===== src/eid_params.svh =====
`ifndef EID_PARAMS_SVH
`define EID_PARAMS_SVH

// Register byte offsets on the AHB-Lite slave.
`define EID_OFF_CTRL      12'h000
`define EID_OFF_ENABLE    12'h004
`define EID_OFF_FLAGS     12'h008
`define EID_OFF_VECTOR    12'h00c
`define EID_OFF_IRQ_STAT  12'h010
`define EID_OFF_IRQ_MASK  12'h014

// Control register fields.
`define EID_CTRL_TTS0     0
`define EID_CTRL_TTS1     1
`define EID_CTRL_WIDTH    2

// Request flag / enable positions, one bit per source, in polling order.
`define EID_SRC_EXT0      0
`define EID_SRC_TMR0      1
`define EID_SRC_EXT1      2
`define EID_SRC_TMR1      3
`define EID_NUM_SRC       4

// Global enable bit in the enable register.
`define EID_EN_GLOBAL     7

// Service vectors.
`define EID_VEC_EXT0      16'h0003
`define EID_VEC_TMR0      16'h000b
`define EID_VEC_EXT1      16'h0013
`define EID_VEC_TMR1      16'h001b

// Status register bits.
`define EID_ST_EXT0       0
`define EID_ST_EXT1       1
`define EID_ST_WIDTH      2

// Machine cycle length in system clocks.
`define EID_MC_CLKS       12

// Reset values.
`define EID_CTRL_RST      2'h0
`define EID_EN_RST        8'h00
`define EID_MASK_RST      2'h0

`endif


===== src/eid_pkg.sv =====
package eid_pkg;

  typedef enum logic [1:0] {
    EID_ST_IDLE    = 2'b00,
    EID_ST_SERVICE = 2'b01,
    EID_ST_RETURN  = 2'b11
  } eid_state_type;

  typedef logic [15:0] eid_vector_type;

endpackage


===== src/eid_edge_detect.sv =====
`timescale 1ns/1ns
`include "eid_params.svh"

// Samples an active-low request pin and produces the raw request condition.
module eid_edge_detect (
  input  wire logic clk,
  input  wire logic rst_n,
  input  wire logic pin,
  input  wire logic edge_mode,
  output logic      level_req,
  output logic      fall_seen
);

  logic prev_q;

  // -----------------------------------------------------------------------
  // Sampling
  // -----------------------------------------------------------------------
  always_ff @(posedge clk) begin
    if (!rst_n) begin
      prev_q <= 1'b1;
    end else begin
      prev_q <= pin;
    end
  end

  assign level_req = ~pin & ~edge_mode;
  assign fall_seen = prev_q & ~pin & edge_mode;

endmodule


===== src/eid_poll_select.sv =====
`timescale 1ns/1ns
`include "eid_params.svh"

// Fixed-order selection among pending, enabled requests.
module eid_poll_select (
  input  wire logic [`EID_NUM_SRC-1:0] active,
  output logic                         any,
  output logic [1:0]                   winner,
  output eid_pkg::eid_vector_type      vector
);

  function automatic eid_pkg::eid_vector_type vec_of(input logic [1:0] s);
    case (s)
      2'd0:    vec_of = `EID_VEC_EXT0;
      2'd1:    vec_of = `EID_VEC_TMR0;
      2'd2:    vec_of = `EID_VEC_EXT1;
      default: vec_of = `EID_VEC_TMR1;
    endcase
  endfunction

  assign any    = |active;
  // Lowest index wins, so timer 0 comes ahead of timer 1.
  assign winner = active[0] ? 2'd0 :
                  active[1] ? 2'd1 :
                  active[2] ? 2'd2 : 2'd3;
  assign vector = vec_of(winner);

endmodule


===== src/eid_core.sv =====
// Chosen here: the register addresses and register access over AHB-Lite.
`timescale 1ns/1ns
`include "eid_params.svh"

// Contract
// - Level mode raises request on low pin.
// - Edge mode sets flag on high-then-low samples.
// - Edge flag cleared automatically on vectoring.
// - Level pin still low re-interrupts after return.
// - Flag interrupts only when its enable set; the irq line ignores the enables and is gated by mask_q.
// - Software-set flag acts like hardware-set flag.
// - Fixed polling order, timer 0 before timer 1.
// - One instruction runs after return before next.
// - Vectors 0003H and 0013H for external inputs.
// - Inverted pin latched into flag every clock in level mode.
module eid_core (
  input  wire logic        clk,
  input  wire logic        rst_n,
  input  wire logic        haddr_sel,
  input  wire logic [31:0] haddr,
  input  wire logic [1:0]  htrans,
  input  wire logic        hwrite,
  input  wire logic [2:0]  hsize,
  input  wire logic [31:0] hwdata,
  input  wire logic        hready,
  output logic             hreadyout,
  output logic             hresp,
  output logic [31:0]      hrdata,
  input  wire logic        ext_interrupt_pin_0_n,
  input  wire logic        ext_interrupt_pin_1_n,
  input  wire logic        timer0_overflow_flag_set,
  input  wire logic        timer1_overflow_flag_set,
  input  wire logic        cpu_accept,
  input  wire logic        return_from_interrupt,
  input  wire logic        instr_done,
  output logic             cpu_request,
  output eid_pkg::eid_vector_type cpu_vector,
  output logic             irq
);

  // -----------------------------------------------------------------------
  // Register state
  // -----------------------------------------------------------------------
  logic [`EID_CTRL_WIDTH-1:0] ctrl_q;
  logic [7:0]                 en_q;
  logic [`EID_NUM_SRC-1:0]    flag_q;
  logic [`EID_NUM_SRC-1:0]    flag_d;
  logic [`EID_ST_WIDTH-1:0]   stat_q;
  logic [`EID_ST_WIDTH-1:0]   mask_q;
  eid_pkg::eid_vector_type    vec_q;
  eid_pkg::eid_state_type     state_q;
  eid_pkg::eid_state_type     state_d;
  logic                       wr_pend_q;
  logic [11:0]                wr_addr_q;
  logic [31:0]                rdata_q;

  // -----------------------------------------------------------------------
  // Bus decode
  // -----------------------------------------------------------------------
  // Offset match, shared by the write strobes and the read selection.
  function automatic logic off_is(input logic [11:0] off, input logic [11:0] reg_off);
    off_is = (off == reg_off);
  endfunction

  wire        addr_ph   = haddr_sel & htrans[1] & hready;
  wire        wr_start  = addr_ph & hwrite;
  wire        rd_start  = addr_ph & ~hwrite;
  wire [11:0] a_off     = haddr[11:0];
  wire        wr_ctrl   = wr_pend_q & off_is(wr_addr_q, `EID_OFF_CTRL);
  wire        wr_en     = wr_pend_q & off_is(wr_addr_q, `EID_OFF_ENABLE);
  wire        wr_flags  = wr_pend_q & off_is(wr_addr_q, `EID_OFF_FLAGS);
  wire        wr_stat   = wr_pend_q & off_is(wr_addr_q, `EID_OFF_IRQ_STAT);
  wire        wr_mask   = wr_pend_q & off_is(wr_addr_q, `EID_OFF_IRQ_MASK);

  assign hreadyout = 1'b1;
  assign hresp     = 1'b0;
  assign hrdata    = rdata_q;

  // Unmapped offsets read as zero, so software may probe the map safely.
  wire [31:0] rd_mux =
    off_is(a_off, `EID_OFF_CTRL)     ? {30'h0, ctrl_q} :
    off_is(a_off, `EID_OFF_ENABLE)   ? {24'h0, en_q} :
    off_is(a_off, `EID_OFF_FLAGS)    ? {28'h0, flag_q} :
    off_is(a_off, `EID_OFF_VECTOR)   ? {16'h0, vec_q} :
    off_is(a_off, `EID_OFF_IRQ_STAT) ? {30'h0, stat_q} :
    off_is(a_off, `EID_OFF_IRQ_MASK) ? {30'h0, mask_q} : 32'h0;

  always_ff @(posedge clk) begin
    if (!rst_n) begin
      wr_pend_q <= 1'b0;
    end else begin
      wr_pend_q <= wr_start;
    end
  end

  // The address is kept for the data phase, when hwdata stands.
  always_ff @(posedge clk) begin
    if (!rst_n) begin
      wr_addr_q <= 12'h000;
    end else begin
      wr_addr_q <= a_off;
    end
  end

  always_ff @(posedge clk) begin
    if (!rst_n) begin
      rdata_q <= 32'h0000_0000;
    end else if (rd_start) begin
      rdata_q <= rd_mux;
    end
  end

  // -----------------------------------------------------------------------
  // Pin detection
  // -----------------------------------------------------------------------
  logic lvl0;
  logic lvl1;
  logic fall0;
  logic fall1;

  eid_edge_detect u_det0 (
    .clk       (clk),
    .rst_n     (rst_n),
    .pin       (ext_interrupt_pin_0_n),
    .edge_mode (ctrl_q[`EID_CTRL_TTS0]),
    .level_req (lvl0),
    .fall_seen (fall0)
  );

  eid_edge_detect u_det1 (
    .clk       (clk),
    .rst_n     (rst_n),
    .pin       (ext_interrupt_pin_1_n),
    .edge_mode (ctrl_q[`EID_CTRL_TTS1]),
    .level_req (lvl1),
    .fall_seen (fall1)
  );

  // -----------------------------------------------------------------------
  // Request flags
  // -----------------------------------------------------------------------
  wire [1:0] ext_edge  = {ctrl_q[`EID_CTRL_TTS1], ctrl_q[`EID_CTRL_TTS0]};
  wire [1:0] ext_lvl   = {lvl1, lvl0};
  wire [1:0] ext_fall  = {fall1, fall0};
  wire [3:0] hw_set    = {timer1_overflow_flag_set, ext_fall[1],
                          timer0_overflow_flag_set, ext_fall[0]};
  logic       any_act;
  logic [1:0] winner;
  logic [1:0] ext_next;
  eid_pkg::eid_vector_type win_vec;

  wire       take      = cpu_request & cpu_accept;
  // Only the poll winner is taken, so only its flag may be cleared.
  wire [3:0] ack_clr   = take ? (4'h1 << winner) : 4'h0;

  // The external flags in level mode are rebuilt every clock from the
  // pin, so a short pulse is lost and a held low re-requests after return.
  genvar g;
  generate
    for (g = 0; g < 2; g++) begin : g_ext
      localparam int SRC = (g == 0) ? `EID_SRC_EXT0 : `EID_SRC_EXT1;
      wire sw_set   = wr_flags & hwdata[SRC];
      wire held     = wr_flags ? hwdata[SRC] : flag_q[SRC];
      // A new falling edge wins over the clear of the same cycle.
      wire on_edge  = (held & ~ack_clr[SRC]) | ext_fall[g];
      wire on_level = ext_lvl[g] | sw_set;
      assign ext_next[g] = ext_edge[g] ? on_edge : on_level;
    end
  endgenerate

  always_comb begin
    flag_d = flag_q;
    if (wr_flags) begin
      flag_d = hwdata[`EID_NUM_SRC-1:0];
    end
    // Timer flags clear when taken; a new overflow wins over that clear.
    flag_d = (flag_d & ~ack_clr) | hw_set;
    flag_d[`EID_SRC_EXT0] = ext_next[0];
    flag_d[`EID_SRC_EXT1] = ext_next[1];
  end

  always_ff @(posedge clk) begin
    if (!rst_n) begin
      flag_q <= 4'h0;
    end else begin
      flag_q <= flag_d;
    end
  end

  always_ff @(posedge clk) begin
    if (!rst_n) begin
      ctrl_q <= `EID_CTRL_RST;
    end else if (wr_ctrl) begin
      ctrl_q <= hwdata[`EID_CTRL_WIDTH-1:0];
    end
  end

  always_ff @(posedge clk) begin
    if (!rst_n) begin
      en_q <= `EID_EN_RST;
    end else if (wr_en) begin
      en_q <= hwdata[7:0];
    end
  end

  always_ff @(posedge clk) begin
    if (!rst_n) begin
      mask_q <= `EID_MASK_RST;
    end else if (wr_mask) begin
      mask_q <= hwdata[`EID_ST_WIDTH-1:0];
    end
  end

  // -----------------------------------------------------------------------
  // Polling and vectoring
  // -----------------------------------------------------------------------
  wire [3:0] active = flag_q & en_q[3:0] & {4{en_q[`EID_EN_GLOBAL]}};

  eid_poll_select u_poll (
    .active (active),
    .any    (any_act),
    .winner (winner),
    .vector (win_vec)
  );

  // A write to the enable register blocks the request for one clock; a return blocks it until instr_done.
  wire blocked = (state_q != eid_pkg::EID_ST_IDLE) | wr_en;

  always_comb begin
    state_d = state_q;
    case (state_q)
      eid_pkg::EID_ST_IDLE: begin
        if (take) begin
          state_d = eid_pkg::EID_ST_SERVICE;
        end
      end
      eid_pkg::EID_ST_SERVICE: begin
        if (return_from_interrupt) begin
          state_d = eid_pkg::EID_ST_RETURN;
        end
      end
      eid_pkg::EID_ST_RETURN: begin
        if (instr_done) begin
          state_d = eid_pkg::EID_ST_IDLE;
        end
      end
      default: state_d = eid_pkg::EID_ST_IDLE;
    endcase
  end

  assign cpu_request = any_act & ~blocked;
  assign cpu_vector  = vec_q;

  always_ff @(posedge clk) begin
    if (!rst_n) begin
      state_q <= eid_pkg::EID_ST_IDLE;
    end else begin
      state_q <= state_d;
    end
  end

  // The vector is registered, so it trails the poll winner by one clock.
  always_ff @(posedge clk) begin
    if (!rst_n) begin
      vec_q <= 16'h0000;
    end else begin
      vec_q <= win_vec;
    end
  end

  // -----------------------------------------------------------------------
  // Status and interrupt line
  // -----------------------------------------------------------------------
  wire [1:0] ev = {flag_d[`EID_SRC_EXT1] & ~flag_q[`EID_SRC_EXT1],
                   flag_d[`EID_SRC_EXT0] & ~flag_q[`EID_SRC_EXT0]};
  wire [1:0] st_clr = wr_stat ? hwdata[`EID_ST_WIDTH-1:0] : 2'b00;

  always_ff @(posedge clk) begin
    if (!rst_n) begin
      stat_q <= 2'b00;
    end else begin
      stat_q <= (stat_q & ~st_clr) | ev;
    end
  end

  assign irq = |(stat_q & mask_q);

endmodule


===== config.mk =====
export PLATFORM = sky130hd
export DESIGN_NAME = eid_core
export DESIGN_NICKNAME = d
export VERILOG_FILES = /design/src/eid_pkg.sv /design/src/eid_edge_detect.sv /design/src/eid_poll_select.sv /design/src/eid_core.sv
export VERILOG_INCLUDE_DIRS = /design/src
export SDC_FILE = /design/constraint.sdc
export NUM_CORES = 1
export LEC_CHECK = 0
export BUFFER_PORTS_ARGS = -buffer_cell sky130_fd_sc_hd__buf_4
export CAP_MARGIN = 30
export CORE_MARGIN = 3
export CORE_UTILIZATION = 25
export DETAILED_ROUTE_END_ITERATION = 10
export GPL_TIMING_DRIVEN = 0
export SLEW_MARGIN = 30
export SYNTH_ARGS = -nofsm -noshare
export SYNTH_HDL_FRONTEND = slang
export SYNTH_SLANG_ARGS = --single-unit
export TNS_END_PERCENT = 20

===== constraint.sdc =====
create_clock -name clk -period 5.1 [get_ports clk]
set_clock_uncertainty 0.1 [all_clocks]
set_input_delay 0.51 -clock clk [delete_from_list [all_inputs] [get_ports clk]]
set_output_delay 0.51 -clock clk [all_outputs]
set_load 0.02 [all_outputs]

# Yosys cells after proc, flatten, opt, wreduce, memory -nomap -nowiden
# Cells that the tools add are included.
# totals
ff_bits,83
in_bits,81
output_inout_bits,52
# classes
n_eq_ne,16
shift,1
mux,21
bitwise,47
reduce_logical,8
# op_table
operator,n
$mux 16,4
$eq 12x5->1 const B,4
$eq 12x4->1 const B,3
$eq 12x3->1 const B,2
$logic_not 12->1,2
$and 1x1->1,23
$mux 2,8
$pmux 5 s3,1
$and 4x4->4,3
$not 1->1,10
$mux 4,2
$ne 2x2->1 const B,3
$pmux 2 s3,1
$mux 1,5
$or 1x1->1,5
$and 2x2->2,2
$eq 2x1->1 const B,2
$eq 2x2->1 const B,2
$logic_not 2->1,2
$not 4->4,1
$or 4x4->4,1
$reduce_or 4->1,1
$shl 1x2->4 const A,1
$reduce_and 3->1,1
other kinds (4),4

# Longest topological paths before layout
# depth
ltp_word,13
depth_mapped,6

# Modules after synthesis
# From an unflattened synthesis, not the netlist that was laid out.
# unflattened
cells_unflattened,308
hier_area_um2,3001.6
# by_module_without_submodules
mod,n_inst,cells_per_inst,area_each_um2,seq_area_each_um2
eid_core,1,277,2770.2,1301.2
eid_poll_select,1,23,153.9,0.0
eid_edge_detect,2,4,38.8,20.0

# Worst setup path before layout
# OpenSTA, ideal clock, no wires.
# synth_path
path_type,register -> output
startpoint,register wr_addr_q[3]
endpoint,output cpu_request
arrival_time_ns,1.519
required_ns,4.490
path_slack_ns,2.971
path_stages_with_launch,5
n_path_buf,1
path_cell_list,dfxtp_1 -> or3b_2 -> nor4_1 -> buf_4 -> nor4_1
# synth_via
elab_chain_cells,5
# synth_rtl
item,line,text
"start, declared",eid_core.sv:54,logic [11:0] wr_addr_q;
"start signal, assigned",eid_core.sv:101,wr_addr_q <= a_off;
$eq 12x3->1,eid_core.sv:62,off_is = (off == reg_off);
$and 1x1->1,eid_core.sv:70,"wire wr_en = wr_pend_q & off_is(wr_addr_q, `EID_OFF_ENABLE);"
$or 1x1->1,eid_core.sv:227,wire blocked = (state_q != eid_pkg::EID_ST_IDLE) | wr_en;
$not 1->1,eid_core.sv:251,assign cpu_request = any_act & ~blocked;
$and 1x1->1,eid_core.sv:251,
"end, declared",eid_core.sv:36,"output logic cpu_request,"
# Every way passes these cells.

# Worst setup path after layout
# layout_path
startpoint,register wr_addr_q[1]
endpoint,output cpu_request
# Same word-level chain as after synthesis.

==> flow_summary.ini <==
[logic_synthesis]
synthMuxAreaShare_pct = 11.3
synth_compound_area_share_pct = 9.05
ys.flop_type = dfxtp_1
synth_fa_ha_area_share_pct = 0
syn_area_um2 = 2310
synth_cell_type_count = 44
synthArstFlopShare_pct = 0
synth_seq_cells = 46
ys_seq_area_share_pct = 39.9
synthXorXnorAreaFrac_pct = 0
synthSimpleGateAreaFrac_pct = 24.5
synth_edf_count = 0
synth_top_family_by_area = simple AND/OR/NAND/NOR gates
syn_inst = 241
ys_warn_count = 0
syn_area_per_cell_um2 = 9.58

[detailed_routing]
via_count = 1856
avgViaCountPerCell = 4.25
antenna_left = 0
wl_mm = 5.46
first_pass_iters = 4
wire_per_inst_um = 12.5
drc_errors = 0
drt_iter0_markers = 45

[final_layout]
final_cells = 437
fin_area_um2 = 3020
multi_input_area_um2 = 1180
ff_latch_area_um2 = 921
drive_above_1_share_pct = 32.5
insertedDiodeCount = 0
fin_util_pct = 34.1
area_growth_pct = 30.7
fillers = 924
nets = 409

[worst_setup_path]
cp.required_ns = 4.49
r2r_cells = 5
worstSetupPathType = register to output port
cp-end-kind = output port
cp-start-kind = register
reg2reg_slack_ns = 2.93
critPathMaxFanout = 10
r2r-end = flag_q[3]$_SDFF_PN0_
r2r-start = wr_addr_q[1]$_SDFF_PN0_
crit_arrival_ns = 2.03

[global_route]
grt_pass1_wl_mm = 8.47
antenna_found_initial = 0
grt_max_degree = 15
grt_use_total_pct = 10.4
grt_pass1_vias = 1657
grt_overflow = 0

[cts]
postCtsSetupRepairBufs = 0
holdBufCountCts = 0
cts_buffers = 5
clock_latency_ns = 0.29
cts_sinks = 46
post_cts_resized = 0
ctsHtreeMaxLevel = 2
cts_root_buffer = clkbuf_8
clkSlewWorstSetupHoldPaths_ns = 0.09
cts_tree = yes
clk_path_buf_depth = 2

[min_path]
hold_path.class = primary input to register
hold_depth = 1
hp-start = rst_n
worstHoldEndpoint = cpu_vector[1]$_SDFF_PN0_

[power_and_ir_drop]
ir_drop_v = 0.000127
p_int_mw = 0.569
p_sw_share_pct = 25.0
power_leakage_nw = 1.31
seq_power_share_pct = 49.9
total_power_mw = 0.760
clkPwrFrac_pct = 35.1
power.density_nw_per_um2 = 252
p_comb_share_pct = 15.0
power_switching_mw = 0.190

[sta]
tns_ns = 0
setup_viol = 0
rsz0062_at_grt = no
whs_ns = 0.232
drv_slew = 0
clock.fmax_mhz = 378
setup_ws_ns = 2.46
fin_crit_sh_pct = 51.8
worst_pin_slew_ns = 0.545
hold_viol = 0
maxSlewHeadroom_pct = 63.4
post-route-min-period_ns = 2.64

[place]
dp_hpwl_mm = 4.36
place.gp.congestion = 0.814
place_inst = 429
port_buffers = 44
place_area_um2 = 2910
pre_cts_ws_ns = 2.77

[floorplan]
fp.dieW_um = 102
coreArea_um2 = 8850
io_pins = 133
num_rows = 34
die_h_um = 102
design.die.area_um2 = 10400
initial_utilization_pct = 26.1

[status]
status = completed

[run]
max_cap_viol_count = 0
per-layer routing:
layer	routed length, um	vias up	share of wire [%]	global-route usage (%)
li1	-	937	-	-
met1	2530	861	46	13.8
met2	2550	50	47	16.5
met3	308	8	5.6	2.46
met4	74	0	1.4	3.53
met5	0	-	0	0
cells in the mapped netlist, drive strengths merged, types with 4 or more instances:
cell	instances	share of area [%]
dfxtp	46	40
buf	40	13
nand2	18	2.9
mux2i	17	7.4
and2	16	4.3
nor2b	14	3.8
nor4	9	4.0
o21ai	9	2.0
clkbuf	7	1.1
a21oi	6	1.3
a22o	6	2.3
inv	5	0.81
nor2	5	0.81
mux2	4	2.0
cells by family after synthesis:
family,count (synthesis)
multiplexers,23
flip-flops,46
buffers and inverters,52
other,2
AND/OR/NAND/NOR,86
AO/OA/AOI/OAI,32
power groups by stage:
| stage | clock [mW] | sequential [mW] | combinational, mW |
|---|---|---|---|
| 4_1_cts | 0.274 | 0.379 | 0.113 |
| 3_3_place_gp | 0 | 0.387 | 0.112 |
| 3_5_place_dp | 0 | 0.387 | 0.113 |
| 5_1_grt | 0.289 | 0.381 | 0.124 |
| 2_1_floorplan | 0 | 0.386 | 0.0794 |
| 6_report | 0.267 | 0.379 | 0.114 |
worst max-delay path, cell delays in order, from the launching register on:
cell and delay [ns]:
dfxtp_1 0.31, or4b_4 0.57, nor4_1 0.30, buf_4 0.28, nor4_1 0.09, buf_4 0.18
worst max path at each step:
stage	start	endpoint	slack, ns	cells past startpoint
3_5_place_dp	wr_addr_q[1]$_SDFF_PN0_	cpu_request	2.77	5
3_3_place_gp	wr_addr_q[1]$_SDFF_PN0_	cpu_request	2.82	5
5_1_grt	wr_addr_q[1]$_SDFF_PN0_	cpu_request	2.34	5
4_1_cts	wr_addr_q[1]$_SDFF_PN0_	cpu_request	2.43	5
2_1_floorplan	wr_addr_q[3]$_SDFF_PN0_	cpu_request	2.97	4
6_report	wr_addr_q[1]$_SDFF_PN0_	cpu_request	2.46	5
final cells by class:
cell class	instances	share of cell area [%]
well taps	108	4.48
clock buffers	5	2.28
flip-flops and latches	46	30.5
plain buffers	47	10.8
repair buffers	44	10.9
multi-input cells	179	39.0
clock inverters	3	1.33
inverters	5	0.622
placed cells by master, fill, tap and decap left out, types with 3 or more instances in the layout:
cell type,Yosys,layout
nand2b_1,3,3
and3_1,3,3
nor2b_1,14,14
a21oi_1,6,6
conb_1,2,38
a31oi_1,3,3
nand2_1,18,18
nor4_1,6,6
nor2_1,5,5
inv_1,5,5
a22o_1,6,6
buf_4,40,84
clkbuf_8,0,5
clkbuf_1,7,7
o21ai_0,7,7
mux2i_1,17,17
dfxtp_1,46,46
and2_1,16,16
state kept, by name (all words and copies together), names as in the netlist:
name / count
cpu_vector: 3
ctrl_q: 2
en_q: 8
flag_q: 4
hrdata: 8
mask_q: 2
stat_q: 2
state_q: 2
u_det0.prev_q: 1
u_det1.prev_q: 1
wr_addr_q: 12
wr_pend_q: 1
Note: power is estimated with default switching activity, not from simulation.
